## src/fcs_pkg.sv

```systemverilog
/*
 Constants, types and helper functions for the serial link frame check
 and framing logic, shared by the sending and receiving ends.
 Assumes a single 250 MHz clock and one link bit per clock cycle.
*/
// What this block does
// CRC-16 polynomial x16+x12+x5+1 frames check
// Sender covers destination through last data bit
// CRC register preset to all ones
// Sender transmits inverted final remainder
// Check field sent power-15 bit first
// Receiver residue must equal fixed constant
// Receiver discards frames with wrong residue
// Types 01 to 7f are client data
// Type zero is invalid, never sent; the sender does not check the type byte and sends type zero if given it
// Types 80 to ff are control frames
// Type 01 short, 02 extended datagram
// Frames delimited by flag 01111110
// Sender opens with two or more flags
// Abort is 12 to 18 ones
// Data field at most 600 bytes
// Next frame in dialogue within 200 us
// Dialogues separated by 400 us idle
// Extra dialogue deferral in 100 us slots
// CRC one bit per bit, flags excluded
package fcs_pkg;
	localparam logic [15:0] CRC_POLY      = 16'h1021;   // Feedback taps x12, x5, x0
	localparam logic [15:0] CRC_PRESET    = 16'hffff;   // Register preset value
	localparam logic [15:0] CRC_RESIDUE   = 16'h1d0f;   // Good-frame residue
	localparam logic [7:0]  FLAG_BYTE     = 8'h7e;      // Frame delimiter
	localparam int          OPEN_FLAGS    = 2;          // Least opening flags
	localparam int          ABORT_ONES    = 16;         // Abort length, within 12..18
	localparam int          ABORT_MIN     = 12;         // Shortest abort a peer sends
	localparam int          MAX_DATA      = 600;        // Longest data field, bytes
	localparam int          CLK_MHZ       = 250;        // Clock rate
	localparam int          IFG_US        = 200;        // Inter-frame gap, longest
	localparam int          IDG_US        = 400;        // Inter-dialogue gap, least
	localparam int          SLOT_US       = 100;        // Deferral slot
	localparam int          IFG_CYC       = IFG_US * CLK_MHZ - 1;  // Strictly less than
	localparam int          IDG_CYC       = IDG_US * CLK_MHZ;
	localparam int          SLOT_CYC      = SLOT_US * CLK_MHZ;
	localparam logic [7:0]  TYPE_INVALID  = 8'h00;
	localparam logic [7:0]  TYPE_SHORT    = 8'h01;
	localparam logic [7:0]  TYPE_EXT      = 8'h02;
	localparam logic [7:0]  TYPE_EXPER    = 8'h0f;
	localparam logic [7:0]  TYPE_RSV_TOP  = 8'h0f;
	localparam logic [7:0]  TYPE_CTRL     = 8'h80;
	localparam logic [7:0]  TYPE_ENQ      = 8'h81;
	localparam logic [7:0]  TYPE_ACK      = 8'h82;
	localparam logic [7:0]  TYPE_RTS      = 8'h84;
	localparam logic [7:0]  TYPE_CTS      = 8'h85;

	// Frame type classes reported by the receiver
	typedef enum logic [3:0] {
		FT_INVALID               = 4'h0,
		FT_SHORT_DGRAM           = 4'h1,
		FT_EXT_DGRAM             = 4'h2,
		FT_EXPERIMENTAL          = 4'h3,
		FT_RESERVED_DATA         = 4'h4,
		FT_CLIENT_DATA           = 4'h5,
		FT_ADDRESS_ENQUIRY_FRAME = 4'h6,
		FT_ADDRESS_ACK_FRAME     = 4'h7,
		FT_REQUEST_TO_SEND_FRAME = 4'h8,
		FT_CLEAR_TO_SEND_FRAME   = 4'h9,
		FT_OTHER_CONTROL         = 4'ha
	} frame_type_e;

	// One CRC step, top bit first
	function automatic logic [15:0] crc_step(input logic [15:0] c, input logic b);
		logic fb;
		fb = c[15] ^ b;
		crc_step = {c[14:0], 1'b0} ^ (fb ? CRC_POLY : 16'h0000);
	endfunction

	// Classify a type byte
	function automatic frame_type_e classify(input logic [7:0] t);
		frame_type_e r;
		r = FT_INVALID;
		if (t == TYPE_INVALID) begin
			r = FT_INVALID;
		end else if (t < TYPE_CTRL) begin
			if (t == TYPE_SHORT) r = FT_SHORT_DGRAM;
			else if (t == TYPE_EXT) r = FT_EXT_DGRAM;
			else if (t == TYPE_EXPER) r = FT_EXPERIMENTAL;
			else if (t <= TYPE_RSV_TOP) r = FT_RESERVED_DATA;
			else r = FT_CLIENT_DATA;
		end else begin
			case (t)
				TYPE_ENQ: r = FT_ADDRESS_ENQUIRY_FRAME;
				TYPE_ACK: r = FT_ADDRESS_ACK_FRAME;
				TYPE_RTS: r = FT_REQUEST_TO_SEND_FRAME;
				TYPE_CTS: r = FT_CLEAR_TO_SEND_FRAME;
				default:  r = FT_OTHER_CONTROL;
			endcase
		end
		classify = r;
	endfunction
endpackage

```

## src/fcs_link_if.sv

```systemverilog
/*
 Serial link carrier joining a sending end and a receiving end.
 Assumes both ends share CLK; one bit per clock when bit_valid is high.
*/
`timescale 1ns/100ps
interface fcs_link_if;
	logic bit_data;    // Line bit after stuffing
	logic bit_valid;   // Bit present this cycle
	logic drive_en;    // Sender drives the line

	modport tx_end (output bit_data, output bit_valid, output drive_en);
	modport rx_end (input bit_data, input bit_valid, input drive_en);
endinterface

```

## src/fcs_tx.sv

```systemverilog
/*
 Sending end: flags, bit stuffing, CRC generation, abort and gap timing.
 Assumes the user holds a byte on TX_DATA until TX_READY takes it.
*/
`timescale 1ns/100ps
module fcs_tx (
	input  wire logic  CLK,
	input  wire logic  RST_N,
	input  wire logic  TX_START,     // Begin frame, level while queued
	input  wire logic  TX_NEW_DIALOGUE, // Frame opens a new dialogue
	input  wire logic [3:0] TX_DEFER_SLOTS, // Extra dialogue deferral slots
	input  wire logic  TX_VALID,     // Byte available
	input  wire logic [7:0] TX_DATA, // Byte to send
	input  wire logic  TX_LAST,      // Byte is last of frame
	input  wire logic  TX_ABORT,     // Abort current frame
	output logic       TX_READY,     // Byte was taken at the previous clock edge
	output logic       TX_BUSY,      // Frame in progress
	output logic       TX_GAP_LATE,  // Inter-frame gap exceeded
	output logic       TX_TOO_LONG,  // Data overran the limit, aborted
	fcs_link_if.tx_end link
);
	typedef enum logic [2:0] {
		S_IDLE  = 3'h0,
		S_WAIT  = 3'h1,
		S_FLAG  = 3'h2,
		S_DATA  = 3'h3,
		S_FCS   = 3'h4,
		S_CLOSE = 3'h5,
		S_ABORT = 3'h6
	} tx_state_e;

	tx_state_e   state_r, state_nxt;   // Sequencer state
	logic [7:0]  sh_r, sh_nxt;         // Byte shifter
	logic [3:0]  bit_r, bit_nxt;       // Bit index in byte or abort ones
	logic [1:0]  flags_r, flags_nxt;   // Opening flags sent
	logic [15:0] crc_r, crc_nxt;       // CRC accumulator
	logic [15:0] fcs_r, fcs_nxt;       // Inverted remainder shifter
	logic [2:0]  ones_r, ones_nxt;     // Run of ones for stuffing
	logic [9:0]  cnt_r, cnt_nxt;       // Data byte count
	logic        last_r, last_nxt;     // Current byte is last
	logic [19:0] gap_r, gap_nxt;       // Idle cycles since frame end
	logic        ready_r, ready_nxt;
	logic        late_r, late_nxt;
	logic        long_r, long_nxt;
	logic        bit_o_r, bit_o_nxt;
	logic        val_r, val_nxt;
	logic        drv_r, drv_nxt;
	logic        busy_r, busy_nxt;     // Frame on the line, registered

	assign TX_READY = ready_r;
	assign TX_BUSY = busy_r;
	assign TX_GAP_LATE = late_r;
	assign TX_TOO_LONG = long_r;
	assign link.bit_data = bit_o_r;
	assign link.bit_valid = val_r;
	assign link.drive_en = drv_r;

	// Next-state logic for the whole sender
	always_comb begin
		logic [19:0] need;
		logic        b;
		logic        stuff;
		need = 20'(fcs_pkg::IDG_CYC) + 20'(TX_DEFER_SLOTS) * 20'(fcs_pkg::SLOT_CYC);
		b = 1'b0;
		stuff = 1'b0;
		state_nxt = state_r;
		sh_nxt = sh_r;
		bit_nxt = bit_r;
		flags_nxt = flags_r;
		crc_nxt = crc_r;
		fcs_nxt = fcs_r;
		ones_nxt = ones_r;
		cnt_nxt = cnt_r;
		last_nxt = last_r;
		gap_nxt = (gap_r == 20'hfffff) ? gap_r : gap_r + 20'h00001;
		ready_nxt = 1'b0;
		late_nxt = late_r;
		long_nxt = long_r;
		bit_o_nxt = 1'b1;
		val_nxt = 1'b0;
		drv_nxt = 1'b0;
		case (state_r)
			S_IDLE: begin
				if (TX_START) begin
					state_nxt = S_WAIT;
					late_nxt = !TX_NEW_DIALOGUE && (gap_r >= 20'(fcs_pkg::IFG_CYC));
				end
			end
			S_WAIT: begin
				// New dialogues wait out the gap; follow-on frames go at once
				if (!TX_NEW_DIALOGUE || gap_r >= need) begin
					state_nxt = S_FLAG;
					sh_nxt = fcs_pkg::FLAG_BYTE;
					bit_nxt = 4'h0;
					flags_nxt = 2'h0;
					crc_nxt = fcs_pkg::CRC_PRESET;
					cnt_nxt = 10'h000;
					long_nxt = 1'b0;
				end
			end
			S_FLAG: begin
				val_nxt = 1'b1;
				drv_nxt = 1'b1;
				bit_o_nxt = sh_r[7];
				sh_nxt = {sh_r[6:0], 1'b0};
				bit_nxt = bit_r + 4'h1;
				// Track the line run so an abort tops it up to exact length
				ones_nxt = bit_o_nxt ? ones_r + 3'h1 : 3'h0;
				if (bit_r == 4'h7) begin
					bit_nxt = 4'h0;
					flags_nxt = flags_r + 2'h1;
					sh_nxt = fcs_pkg::FLAG_BYTE;
					if (flags_r == 2'(fcs_pkg::OPEN_FLAGS - 1) && TX_VALID) begin
						state_nxt = S_DATA;
						sh_nxt = TX_DATA;
						last_nxt = TX_LAST;
						ready_nxt = 1'b1;
						cnt_nxt = 10'h001;
					end else if (flags_r == 2'(fcs_pkg::OPEN_FLAGS - 1)) begin
						flags_nxt = flags_r;  // Keep flagging until data arrives
					end
				end
			end
			S_DATA: begin
				val_nxt = 1'b1;
				drv_nxt = 1'b1;
				stuff = (ones_r == 3'h5);
				if (stuff) begin
					bit_o_nxt = 1'b0;                            // Stuffed bit, CRC skips it
					ones_nxt = 3'h0;
				end else begin
					b = sh_r[0];
					bit_o_nxt = b;
					ones_nxt = b ? ones_r + 3'h1 : 3'h0;
					crc_nxt = fcs_pkg::crc_step(crc_r, b);
					sh_nxt = {1'b0, sh_r[7:1]};
					bit_nxt = bit_r + 4'h1;
					if (bit_r == 4'h7) begin
						bit_nxt = 4'h0;
						if (last_r) begin
							state_nxt = S_FCS;
							fcs_nxt = ~fcs_pkg::crc_step(crc_r, b);
						end else if (TX_VALID) begin
							sh_nxt = TX_DATA;
							last_nxt = TX_LAST;
							ready_nxt = 1'b1;
							cnt_nxt = cnt_r + 10'h001;
							// Header bytes are not part of the data limit
							if (cnt_r == 10'(fcs_pkg::MAX_DATA + 3)) begin
								long_nxt = 1'b1;
								state_nxt = S_ABORT;
							end
						end else begin
							state_nxt = S_ABORT;  // Underrun mid-frame
						end
					end
				end
			end
			S_FCS: begin
				val_nxt = 1'b1;
				drv_nxt = 1'b1;
				stuff = (ones_r == 3'h5);
				if (stuff) begin
					bit_o_nxt = 1'b0;
					ones_nxt = 3'h0;
				end else begin
					b = fcs_r[15];
					bit_o_nxt = b;
					ones_nxt = b ? ones_r + 3'h1 : 3'h0;
					fcs_nxt = {fcs_r[14:0], 1'b0};
					bit_nxt = bit_r + 4'h1;
					if (bit_r == 4'hf) begin
						state_nxt = S_CLOSE;
						sh_nxt = fcs_pkg::FLAG_BYTE;
						bit_nxt = 4'h0;
					end
				end
			end
			S_CLOSE: begin
				val_nxt = 1'b1;
				drv_nxt = 1'b1;
				bit_o_nxt = sh_r[7];
				sh_nxt = {sh_r[6:0], 1'b0};
				bit_nxt = bit_r + 4'h1;
				if (bit_r == 4'h7) begin
					state_nxt = S_IDLE;
					gap_nxt = 20'h00000;
				end
			end
			S_ABORT: begin
				val_nxt = 1'b1;
				drv_nxt = 1'b1;
				bit_o_nxt = 1'b1;
				bit_nxt = bit_r + 4'h1;
				if (bit_r == 4'(fcs_pkg::ABORT_ONES - 1)) begin
					state_nxt = S_IDLE;
					gap_nxt = 20'h00000;
				end
			end
			default: state_nxt = S_IDLE;
		endcase
		if (TX_ABORT && (state_r == S_DATA || state_r == S_FCS || state_r == S_FLAG)) begin
			state_nxt = S_ABORT;
			ready_nxt = 1'b0;
		end
		// Ones already on the line count toward the abort run
		if (state_nxt == S_ABORT && state_r != S_ABORT) begin
			bit_nxt = {1'b0, ones_nxt};
		end
		busy_nxt = (state_nxt != S_IDLE) && (state_nxt != S_WAIT);
	end

	// Register stage
	always_ff @(posedge CLK) begin
		if (!RST_N) begin
			state_r <= S_IDLE;
			sh_r <= 8'h00;
			bit_r <= 4'h0;
			flags_r <= 2'h0;
			crc_r <= fcs_pkg::CRC_PRESET;
			fcs_r <= 16'h0000;
			ones_r <= 3'h0;
			cnt_r <= 10'h000;
			last_r <= 1'b0;
			gap_r <= 20'hfffff;
			ready_r <= 1'b0;
			late_r <= 1'b0;
			long_r <= 1'b0;
			bit_o_r <= 1'b1;
			val_r <= 1'b0;
			drv_r <= 1'b0;
			busy_r <= 1'b0;
		end else begin
			state_r <= state_nxt;
			sh_r <= sh_nxt;
			bit_r <= bit_nxt;
			flags_r <= flags_nxt;
			crc_r <= crc_nxt;
			fcs_r <= fcs_nxt;
			ones_r <= ones_nxt;
			cnt_r <= cnt_nxt;
			last_r <= last_nxt;
			gap_r <= gap_nxt;
			ready_r <= ready_nxt;
			late_r <= late_nxt;
			long_r <= long_nxt;
			bit_o_r <= bit_o_nxt;
			val_r <= val_nxt;
			drv_r <= drv_nxt;
			busy_r <= busy_nxt;
		end
	end
endmodule

```

## src/flat_wrapper.sv

```systemverilog
// flat-port wrapper written by rule: the top's interface ports become plain ports
module fcs_tx_flat 
  (CLK, RST_N, TX_START, TX_NEW_DIALOGUE, TX_DEFER_SLOTS, TX_VALID, TX_DATA, TX_LAST, TX_ABORT, TX_READY, TX_BUSY, TX_GAP_LATE, TX_TOO_LONG, link_bit_data, link_bit_valid, link_drive_en);
  fcs_link_if link_i ();
  input  wire logic CLK;
  input  wire logic RST_N;
  input  wire logic TX_START;
  input  wire logic TX_NEW_DIALOGUE;
  input  wire logic [3:0] TX_DEFER_SLOTS;
  input  wire logic TX_VALID;
  input  wire logic [7:0] TX_DATA;
  input  wire logic TX_LAST;
  input  wire logic TX_ABORT;
  output logic TX_READY;
  output logic TX_BUSY;
  output logic TX_GAP_LATE;
  output logic TX_TOO_LONG;
  output wire logic [$bits(link_i.bit_data)-1:0] link_bit_data;
  output wire logic [$bits(link_i.bit_valid)-1:0] link_bit_valid;
  output wire logic [$bits(link_i.drive_en)-1:0] link_drive_en;
  assign link_bit_data = link_i.bit_data;
  assign link_bit_valid = link_i.bit_valid;
  assign link_drive_en = link_i.drive_en;
  fcs_tx u_core (.CLK(CLK), .RST_N(RST_N), .TX_START(TX_START), .TX_NEW_DIALOGUE(TX_NEW_DIALOGUE), .TX_DEFER_SLOTS(TX_DEFER_SLOTS), .TX_VALID(TX_VALID), .TX_DATA(TX_DATA), .TX_LAST(TX_LAST), .TX_ABORT(TX_ABORT), .TX_READY(TX_READY), .TX_BUSY(TX_BUSY), .TX_GAP_LATE(TX_GAP_LATE), .TX_TOO_LONG(TX_TOO_LONG), .link(link_i));
endmodule
```

## config.mk

```make
export PLATFORM = sky130hd
export DESIGN_NAME = fcs_tx_flat
export DESIGN_NICKNAME = d
export VERILOG_FILES = /design/src/fcs_pkg.sv /design/src/fcs_link_if.sv /design/src/fcs_tx.sv /design/src/flat_wrapper.sv
export SDC_FILE = /design/constraint.sdc
export NUM_CORES = 1
export LEC_CHECK = 0
export ABC_AREA = 1
export BUFFER_PORTS_ARGS = -buffer_cell sky130_fd_sc_hd__buf_2
export CAP_MARGIN = 10
export CORE_MARGIN = 10
export CORE_UTILIZATION = 45
export CTS_CLUSTER_DIAMETER = 80
export DETAILED_ROUTE_END_ITERATION = 12
export PLACE_DENSITY = 0.71
export SYNTH_ARGS = -nofsm -noshare
export SYNTH_HDL_FRONTEND = slang
export SYNTH_SLANG_ARGS = --single-unit
```

## constraint.sdc

```tcl
create_clock -name CLK -period 10.8 [get_ports CLK]
set_clock_uncertainty 0.05 [all_clocks]
set_input_delay 1.08 -clock CLK [delete_from_list [all_inputs] [get_ports CLK]]
set_output_delay 1.08 -clock CLK [all_outputs]
set_load 0.03 [all_outputs]
```

==> summary.md, run 1 <==
| Metric | Value |
|---|---|
| Run status | finished, final reports clean |
| Dpl cell area | 6090 um^2 |
| Number of DRC markers in iteration 0 | about 330 |
| WP data arrival | around 5.6 ns |
| Die X | 134 um |
| H-tree lvl count | 3 |
| Slew Viols, Final | 0 |
| RSZ-0062 raised after global routing | false |
| Max-cap viol count | 0 |
| Area Growth Syn to Fin | 10.2% |
| Tightest slew margin relative to the limit | 0.475 |
| Synth warn | 0 |
| Least-Margin Pin Slew | just under 0.8 ns |
| Share of the synthesized area in the top cell type | 0.305 |
| Biggest area consumer among synthesized cells | dfxtp_1 |
| Crit path buf inv count | 2 |
| Most frequent CP cell | nand2_1 |
| CP max-delay cell | nor3b_4 |
| Global placement routability congestion | 0.911 |
| Post-CTS setup buffer count | 0 |
| CTS sink cnt | slightly below 90 |
| Clock transition at path regs | 0.06 ns |
| Post-Synthesis Cell Area | 5840 um^2 |
| GR Overflow Total | 0 |
| Most common cell in the netlist | nand2_1 |
| Core Rows | a little over 40 |
| Bufs on Longest Clock Path | 2 |
| Top post-synthesis cells by count | 196 x nand2_1, 103 x inv_1, 89 x dfxtp_1 |
| WL final | 13700 um |
| TritonRoute pass-1 iters | 5 |
| Leak Pwr | 3.09 nW |
| Initial core utilization | 0.461 |
| Ys flop type | dfxtp_1 |
| IO buf count | 25 |
| Hold Buf Count CTS | 0 |
| Vias in the first global route | around 5100 |
| Synth async-reset ratio | 0 |
| Cell family with most CP delay | simple AND/OR/NAND/NOR gates |
| Post-route ant nets | 0 |
| First-pass GRT wire length | 23700 um |
| Syn Nets | slightly above 900 |
| Inserted Diodes | 0 |
| Synthesis-stage register bit count | a little under 90 |
| Final hold violations | 0 |
| CTS root buffer | clkbuf_16 |
| HPWL after DPL | about 10000 um |
| VDD IR max | 0.216 mV |
| Syn Inst Count | 859 |
| Non-filler cells, final | 1051 |
| Die Ht | roughly 130 um |
| Largest net degree at the start of global routing | between 50 and 60 |
| CTS tree | yes |
| Syn_area_per_cell | about 6.8 um^2 |
| Tcrit/Tclk final | 0.501 |
| Slowest cell delay on critical path | just over 0.5 ns |
| Residual DRC | 0 |
| Startpoint class of the critical path | primary input |
| Final Util | 0.508 |
| Synth unique cells | 49 |
| Synth area leaders | dfxtp_1 31%, nand2_1 13%, ha_1 9.4% |
| Vias per inst | approximately 5.2 |
| Setup-failing EPs final | 0 |
| Fillers | about 1300 |
| Crit-path max FO | 14 |
| Design Area, Final | 6440 um^2 |
| Ports | 26 |
| Setup crit end kind | register |
| Worst skew pair latency | around 0.35 ns |
| Layout cells sized above 1 | 0.0830 |
| CP Class | primary input to register |
| Post-synth EDFFs | 0 |
| WP data required | 10.99 ns |
| All-Layer GR Usage | 0.154 |
| Fin Setup TNS | 0 ns |
| TritonCTS Buffers | 9 |
| Sequential area share after synthesis | 0.305 |
| Initial antenna violation count | 0 |
| Worst Hold Class | register to register |
| Placed insts | 1035 |
| Nets | approximately 940 |
| Final min period | 5.41 ns |
| Core area | about 13000 um^2 |
| Cts repair resizes | 0 |
| DR WL/cell | 13.0 um |
| Pwr/cell area | ~280 nW/um^2 |
| Die Area | 17900 um^2 |
| Vias | 5501 |
| Fmax | roughly 180 MHz |
## through the flow
stage / hold slack (ns) / power [mW] / setup WS (ns)
final: 0.405 / 1.79 / 5.39
after floorplan: 0.380 / 1.24 / 5.90
after CTS: 0.403 / 1.79 / 5.39
after detailed placement: 0.393 / 1.41 / 5.01
after global placement: 0.390 / 1.41 / 5.15
after global routing: 0.432 / 1.96 / 4.83
## worst min-delay path, cell delays in order, from the launching register on
cell and delay, ns:
dfxtp_1 0.31, inv_1 0.05, a21oi_1 0.05
## area by class of cell
class	count	area (um^2)	area share
tap	172	215	0.0334
clock buffer	9	225	0.0350
timing repair buffer	28	148	0.0229
inverter	113	430	0.0669
multi-input combinational	633	3520	0.546
sequential	89	1780	0.277
clock inverter	7	119	0.0185
## final timing paths
path,slack [ns],from,end,depth (start not counted)
max,5.39,TX_DEFER_SLOTS[1],u_core.cnt_r[2],31
min,0.41,u_core.TX_TOO_LONG,u_core.TX_TOO_LONG,2
max reg2reg,8.10,u_core.state_r[2],u_core.fcs_r[3],8
min reg2reg,0.41,u_core.TX_TOO_LONG,u_core.TX_TOO_LONG,2
## layout by cell type (no fill, tap or decap), types with 2 or more instances in the layout
master	instances
a21o_1	4
xor2_1	25
buf_4	3
clkbuf_16	9
a211oi_1	10
nor3_1	20
nand2_2	5
nand4_2	2
a31oi_1	15
nand3_1	47
nor2_1	74
nand4_1	4
xnor2_1	6
o221ai_1	7
inv_2	8
or2_2	2
nor2_8	2
nand3b_1	2
o21ai_1	11
clkinv_2	2
nor4_1	4
o211ai_1	8
nand2_1	196
dfxtp_1	89
clkinvlp_4	2
o21ai_0	64
inv_1	103
nor2_2	3
bufinv_16	3
ha_1	44
a21oi_1	62
buf_2	25
## metal layers
metal	share of wire	global-route usage	routed length, um
met4	0.011	0.0466	156
met5	0	0	0
met3	0.055	0.0388	759
met1	0.47	0.194	6460
met2	0.46	0.255	6310
## registers in the layout, summed over array words and instances, names as in the netlist
name                   cells
u_core.fcs_r              16
u_core.state_r             3
u_core.flags_r             2
u_core.bit_r               4
u_core.TX_READY            1
u_core.sh_r                8
u_core.link.bit_valid      1
u_core.cnt_r              10
u_core.gap_r              20
u_core.last_r              1
u_core.crc_r              16
u_core.TX_BUSY             1
u_core.link.bit_data       1
u_core.ones_r              3
u_core.TX_TOO_LONG         1
u_core.TX_GAP_LATE         1
## logic make-up after synthesis
family / after synthesis / share of synthesized area
compound gates: 192 / 0.188
xor+xnor: 31 / 0.0465
fa+ha+maj: 44 / 0.0943
buf+inv: 137 / 0.0928
flops: 89 / 0.305
simple gates: 366 / 0.273
## report_power, final
group	total (mW)	leakage [nW]	switching (mW)	internal (mW)
registers	0.547	0.729	0.0966	0.451
clock network	0.366	0.162	0.140	0.226
logic	0.872	2.20	0.566	0.306
No activity file was read; power rests on OpenSTA's default activity.
==> inputs of run 2 (changes only) <==
--- a/config.mk
+++ b/config.mk
@@ -12,7 +12,7 @@
 export CORE_UTILIZATION = 45
 export CTS_CLUSTER_DIAMETER = 80
 export DETAILED_ROUTE_END_ITERATION = 12
-export PLACE_DENSITY = 0.71
+export PLACE_DENSITY = 0.74
 export SYNTH_ARGS = -nofsm -noshare
 export SYNTH_HDL_FRONTEND = slang
 export SYNTH_SLANG_ARGS = --single-unit
==> constraint.sdc (replaced) <==
create_clock -name CLK -period 4.53 [get_ports CLK]
set_clock_uncertainty 0.05 [all_clocks]
set_input_delay 0.453 -clock CLK [delete_from_list [all_inputs] [get_ports CLK]]
set_output_delay 0.453 -clock CLK [all_outputs]
set_load 0.03 [all_outputs]
==> run 2 against run 1 <==
Compared with the run above:
- first-iteration DRC count up 4.3%
- setup slack worse by 5.3 ns
- final cell count up 4.8%
- clock-buffer cell count unchanged
- routed wire length up 6.3%
- non-clock buffer count up 50
- global-route usage about the same
- clock power up 95%
- combinational power rose to 2.8 times the previous value
- die area unchanged
- register-to-register slack worse by 6.4 ns
- flip-flop and latch count unchanged
==> summary.md, run 2 (same netlist as run 1, synthesis figures left out) <==
| Metric | Value |
|---|---|
| Vias | between 5000 and 6000 |
| Initial antenna violation count | 0 |
| Post-route ant nets | 0 |
| Die X | approximately 130 um |
| Layout cells sized above 1 | 0.179 |
| Area Growth Syn to Fin | 20.7% |
| H-tree lvl count | 3 |
| Initial core utilization | 0.461 |
| Fin Setup TNS | 0 ns |
| Bufs on Longest Clock Path | 2 |
| Residual DRC | 0 |
| Die Ht | ~130 um |
| Clock transition at path regs | ~0.070 ns |
| Final hold violations | 0 |
| Setup crit end kind | register |
| Max FFs per register | 20 |
| Vias per inst | around 5.2 |
| Most common cell after layout, fill and taps aside | nand2_1 |
| Setup-failing EPs final | 0 |
| Startpoint class of the critical path | primary input |
| WL final | roughly 15000 um |
| Total power | between 4 and 5 mW |
| Run status | finished, final reports clean |
| Largest reg by FF count | u_core.gap_r |
| Tcrit/Tclk final | 0.980 |
| WP data required | about 4.7 ns |
| Design Area, Final | between 7000 and 8000 um^2 |
| Pwr/cell area | between 600 and 700 nW/um^2 |
| CP Class | primary input to register |
| WP data arrival | 4.63 ns |
| Core area | between 10000 and 15000 um^2 |
| Die Area | approximately 18000 um^2 |
| CTS tree | yes |
| IO buf count | 25 |
| Largest registers | u_core.gap_r: 20 flops, u_core.crc_r: 16 flops, u_core.fcs_r: 16 flops |
| Slew Viols, Final | 0 |
| Leading cell types in the layout, fill and taps excluded | 186 x nand2_1, 103 x inv_1, 89 x dfxtp_1 |
| Worst skew pair latency | 0.35 ns |
| Hold Buf Count CTS | 0 |
| Crit-path max FO | 7 |
| Final min period | between 4 and 5 ns |
| Dpl cell area | 6430 um^2 |
| Global placement routability congestion | around 0.9 |
| TritonRoute pass-1 iters | 5 |
| Most frequent CP cell | nand2_2 |
| CTS root buffer | clkbuf_16 |
| DR WL/cell | approximately 13 um |
| Max-cap viol count | 0 |
| VDD IR max | approximately 0.4 mV |
| First-pass GRT wire length | between 20000 and 25000 um |
| CP max-delay cell | nor3b_4 |
| Number of DRC markers in iteration 0 | 339 |
| Tightest slew margin relative to the limit | 0.495 |
| All-Layer GR Usage | 0.155 |
| GR Overflow Total | 0 |
| Fin Hold WS | between 0.4 and 0.5 ns |
| Core Rows | slightly above 40 |
| Nets | 987 |
| HPWL after DPL | between 10000 and 15000 um |
| Ports | 26 |
| TritonCTS Buffers | 9 |
| Inserted Diodes | 0 |
| CTS sink cnt | slightly below 90 |
| Leak Pwr | around 3.4 nW |
| Fmax | approximately 230 MHz |
| Largest net degree at the start of global routing | 55 |
| Vias in the first global route | around 5300 |
| Worst Hold Class | primary input to register |
| Slowest cell delay on critical path | 0.38 ns |
| Least-Margin Pin Slew | roughly 0.76 ns |
-- run 2: timing repair --
item	4_1_cts	5_1_grt
setup buffers	0	7
resized for setup	0	50
setup endpoints to repair	0	44
-- run 2: where the power goes --
group	switching [mW]	leakage, nW	total, mW	internal [mW]
sequential	0.234	0.729	1.31	1.07
clock	0.337	0.136	0.713	0.376
combinational	1.47	2.49	2.47	0.998
total	2.04	3.36	4.49	2.45
-- run 2: metrics by stage --
step / std cells / setup WS (ns) / utilization
after floorplan: 859 / 0.260 / -
after global placement: 1077 / -0.227 / 0.508
after detailed placement: 1077 / -0.339 / 0.508
after CTS: 1093 / 0.0247 / 0.530
after global routing: 1101 / -0.209 / 0.556
final: 1101 / 0.0915 / 0.556
-- run 2: final cells by class --
cell class / instances / area, um^2
Sequential cell: 89 / 1780
Clock buffer: 9 / 225
Fill cell: 1227 / 5620
Timing Repair Buffer: 78 / 568
Tap cell: 172 / 215
Inverter: 113 / 430
Clock inverter: 7 / 56.3
Multi-Input combinational cell: 633 / 3770
-- run 2: per-layer routing --
metal	GRT usage	vias up	routed length, um
li1	-	2984	-
met4	0.0405	0	213
met3	0.0381	22	716
met1	0.190	2568	6520
met2	0.264	120	7100
met5	0	-	0
-- run 2: worst paths after layout --
kind,start,endpoint,slack (ns),cells past startpoint
worst max register to register,u_core.state_r[2],u_core.fcs_r[12],1.74,8
worst min-delay path,TX_LAST,u_core.last_r,0.40,3
worst min register to register,u_core.crc_r[3],u_core.crc_r[4],0.41,2
worst max-delay path,TX_DEFER_SLOTS[1],u_core.cnt_r[2],0.09,30
-- run 2: worst max-delay path: cells and delay by family --
family	cells	cell delay, ns
XOR/XNOR	2	0.36
adder cells (fa/ha/maj)	4	1.21
AND/OR/NAND/NOR	20	2.03
buffers and inverters	2	0.30
AO/OA/AOI/OAI	2	0.26
==> inputs of run 3 (changes only) <==
--- a/config.mk
+++ b/config.mk
@@ -6,13 +6,12 @@
 export NUM_CORES = 1
 export LEC_CHECK = 0
 export ABC_AREA = 1
-export BUFFER_PORTS_ARGS = -buffer_cell sky130_fd_sc_hd__buf_2
+export BUFFER_PORTS_ARGS = -buffer_cell sky130_fd_sc_hd__buf_4
 export CAP_MARGIN = 10
 export CORE_MARGIN = 10
 export CORE_UTILIZATION = 45
 export CTS_CLUSTER_DIAMETER = 80
 export DETAILED_ROUTE_END_ITERATION = 12
-export PLACE_DENSITY = 0.74
 export SYNTH_ARGS = -nofsm -noshare
 export SYNTH_HDL_FRONTEND = slang
 export SYNTH_SLANG_ARGS = --single-unit
==> run 3 against run 2 <==
Compared with the run above:
- total power increased by 1.3%
- maximum frequency increased by 2.6%
- final cell count decreased by 0.45%
- clock power decreased by 2%
- cell area decreased by 0.21%
- worst hold slack got worse by 0.0054 ns
- register-to-register slack improved by 0.05 ns
- sequential power about the same
==> summary.md, run 3 (same netlist as run 1, synthesis figures left out) <==
| Metric | Value |
|---|---|
| Run status | finished, final reports clean |
| WP data arrival | approximately 4.5 ns |
| Most frequent CP cell | nand2_1 |
| VDD IR max | 0.348 mV |
| Vias per inst | between 5 and 6 |
| Nets | 982 |
| Crit-path max FO | 5 |
| Initial core utilization | 0.461 |
| WL final | approximately 15000 um |
| CP max-delay cell | ha_1 |
| Dpl cell area | 6490 um^2 |
| Core Rows | 41 |
| Clock transition at path regs | 0.06 ns |
| H-tree lvl count | 3 |
| IO buf count | 25 |
| Setup crit end kind | register |
| Vias in the first global route | between 5000 and 6000 |
| Area Growth Syn to Fin | 20.4% |
| TritonCTS Buffers | 9 |
| Number of DRC markers in iteration 0 | roughly 330 |
| Die X | approximately 130 um |
| Hold Crit Start | TX_LAST |
| CP Class | primary input to register |
| Inserted Diodes | 0 |
| Core area | approximately 13000 um^2 |
| FF-to-FF setup slack | 1.79 ns |
| GR Overflow Total | 0 |
| Residual DRC | 0 |
| Total power | around 4.5 mW |
| Final min period | 4.33 ns |
| Worst Hold Class | primary input to register |
| Die Area | roughly 18000 um^2 |
| Most common cell after layout, fill and taps aside | nand2_1 |
| First-pass GRT wire length | 25500 um |
| Least-Margin Pin Slew | a little under 1 ns |
| Post-route ant nets | 0 |
| Leak Pwr | about 3.3 nW |
| Setup-failing EPs final | 0 |
| Largest net degree at the start of global routing | 55 |
| Global placement routability congestion | 0.901 |
| Hold Path End | u_core.last_r |
| Design Area, Final | between 7000 and 8000 um^2 |
| Die Ht | approximately 130 um |
| Bufs on Longest Clock Path | 2 |
| Slew Viols, Final | 0 |
| All-Layer GR Usage | 0.168 |
| TritonRoute pass-1 iters | 5 |
| Ports | 26 |
| Final hold violations | 0 |
| Max FFs per register | 20 |
| Critical R2R Launch | u_core.state_r[2] |
| RR Endpoint | u_core.fcs_r[2] |
| Tightest slew margin relative to the limit | 0.335 |
| Max-cap viol count | 0 |
| WP data required | 4.71 ns |
| Tcrit/Tclk final | 0.955 |
| CTS root buffer | clkbuf_16 |
| Worst skew pair latency | approximately 0.35 ns |
| Pwr/cell area | between 600 and 700 nW/um^2 |
| Vias | about 5800 |
| CTS tree | yes |
| Fin Hold WS | 0.397 ns |
| Layout cells sized above 1 | 0.175 |
| Leading cell types in the layout, fill and taps excluded | 182 x nand2_1, 102 x inv_1, 89 x dfxtp_1 |
| Hold path depth | 3 |
| Initial antenna violation count | 0 |
| R2R cell count | 8 |
| Startpoint class of the critical path | primary input |
| Fmax | ~230 MHz |
| DR WL/cell | roughly 14 um |
| Hold Buf Count CTS | 0 |
| Slowest cell delay on critical path | 0.37 ns |
| CTS sink cnt | 89 |
| Largest reg by FF count | u_core.gap_r |
| Largest registers | u_core.gap_r: 20 flops, u_core.crc_r: 16 flops, u_core.fcs_r: 16 flops |
| HPWL after DPL | roughly 11000 um |
run 3: changes by cell type in the layout (fill, tap and decap cells not counted), moves of 3 or more:
cell,before,now
a21oi_1,58,61
nor3_2,2,6
nor2_1,68,65
ha_4,7,4
nand2_1,186,182
a21oi_2,5,2
nor2_2,8,11
buf_4,51,69
nor3_1,18,14
buf_2,24,0
ha_1,36,39
run 3: cell type report:
type | instances | area, um^2
fill | 1255 | 5640
multi-input combinational | 633 | 3740
sequential | 89 | 1780
timing repair buffer | 73 | 594
inverter | 113 | 430
clock buffer | 9 | 225
tap | 172 | 215
clock inverter | 7 | 47.5
run 3: how the worst max path moves through the flow:
stage / start / end / slack, ns
2_1_floorplan: TX_DEFER_SLOTS[1] / u_core.cnt_r[3] / 0.26
3_3_place_gp: TX_DEFER_SLOTS[1] / u_core.sh_r[3] / -0.19
3_5_place_dp: TX_DEFER_SLOTS[1] / u_core.sh_r[4] / -0.29
4_1_cts: TX_DEFER_SLOTS[1] / u_core.cnt_r[9] / 0.03
5_1_grt: TX_DEFER_SLOTS[1] / u_core.cnt_r[9] / -0.11
6_report: TX_DEFER_SLOTS[1] / u_core.cnt_r[9] / 0.20
run 3: power by group:
group / switching, mW / internal, mW
combinational: 1.51 / 1.03
sequential: 0.239 / 1.07
clock: 0.326 / 0.370
run 3: through the flow:
stage | std cells | utilization | worst slack [ns] | setup TNS, ns
global placement | 1076 | 0.512 | -0.186 | -2.86
CTS | 1092 | 0.534 | 0.0328 | 0
floorplan | 859 | - | 0.260 | 0
detailed placement | 1076 | 0.512 | -0.290 | -5.48
global route | 1096 | 0.555 | -0.106 | -0.873
finish | 1096 | 0.555 | 0.203 | 0
run 3: what timing repair did:
item | CTS | global route
gates resized for setup | 0 | 52
buffers inserted | 0 | 3
endpoints found under the setup margin | 0 | 41
run 3: per-layer routing:
metal	wire length [um]	GRT usage	share of wire
met5	0	0	0
met4	205	0.0484	0.013
met3	669	0.0392	0.043
met2	7500	0.289	0.49
met1	7010	0.205	0.46
run 3: critical path, delay by kind of cell:
family	cells	cell delay, ns
AOI/OAI and AO/OA	4	0.59
xor gates and xnor gates	3	0.51
adders and majority gates	3	0.99
buffers and inverters	3	0.44
and+or+nand+nor	15	1.50
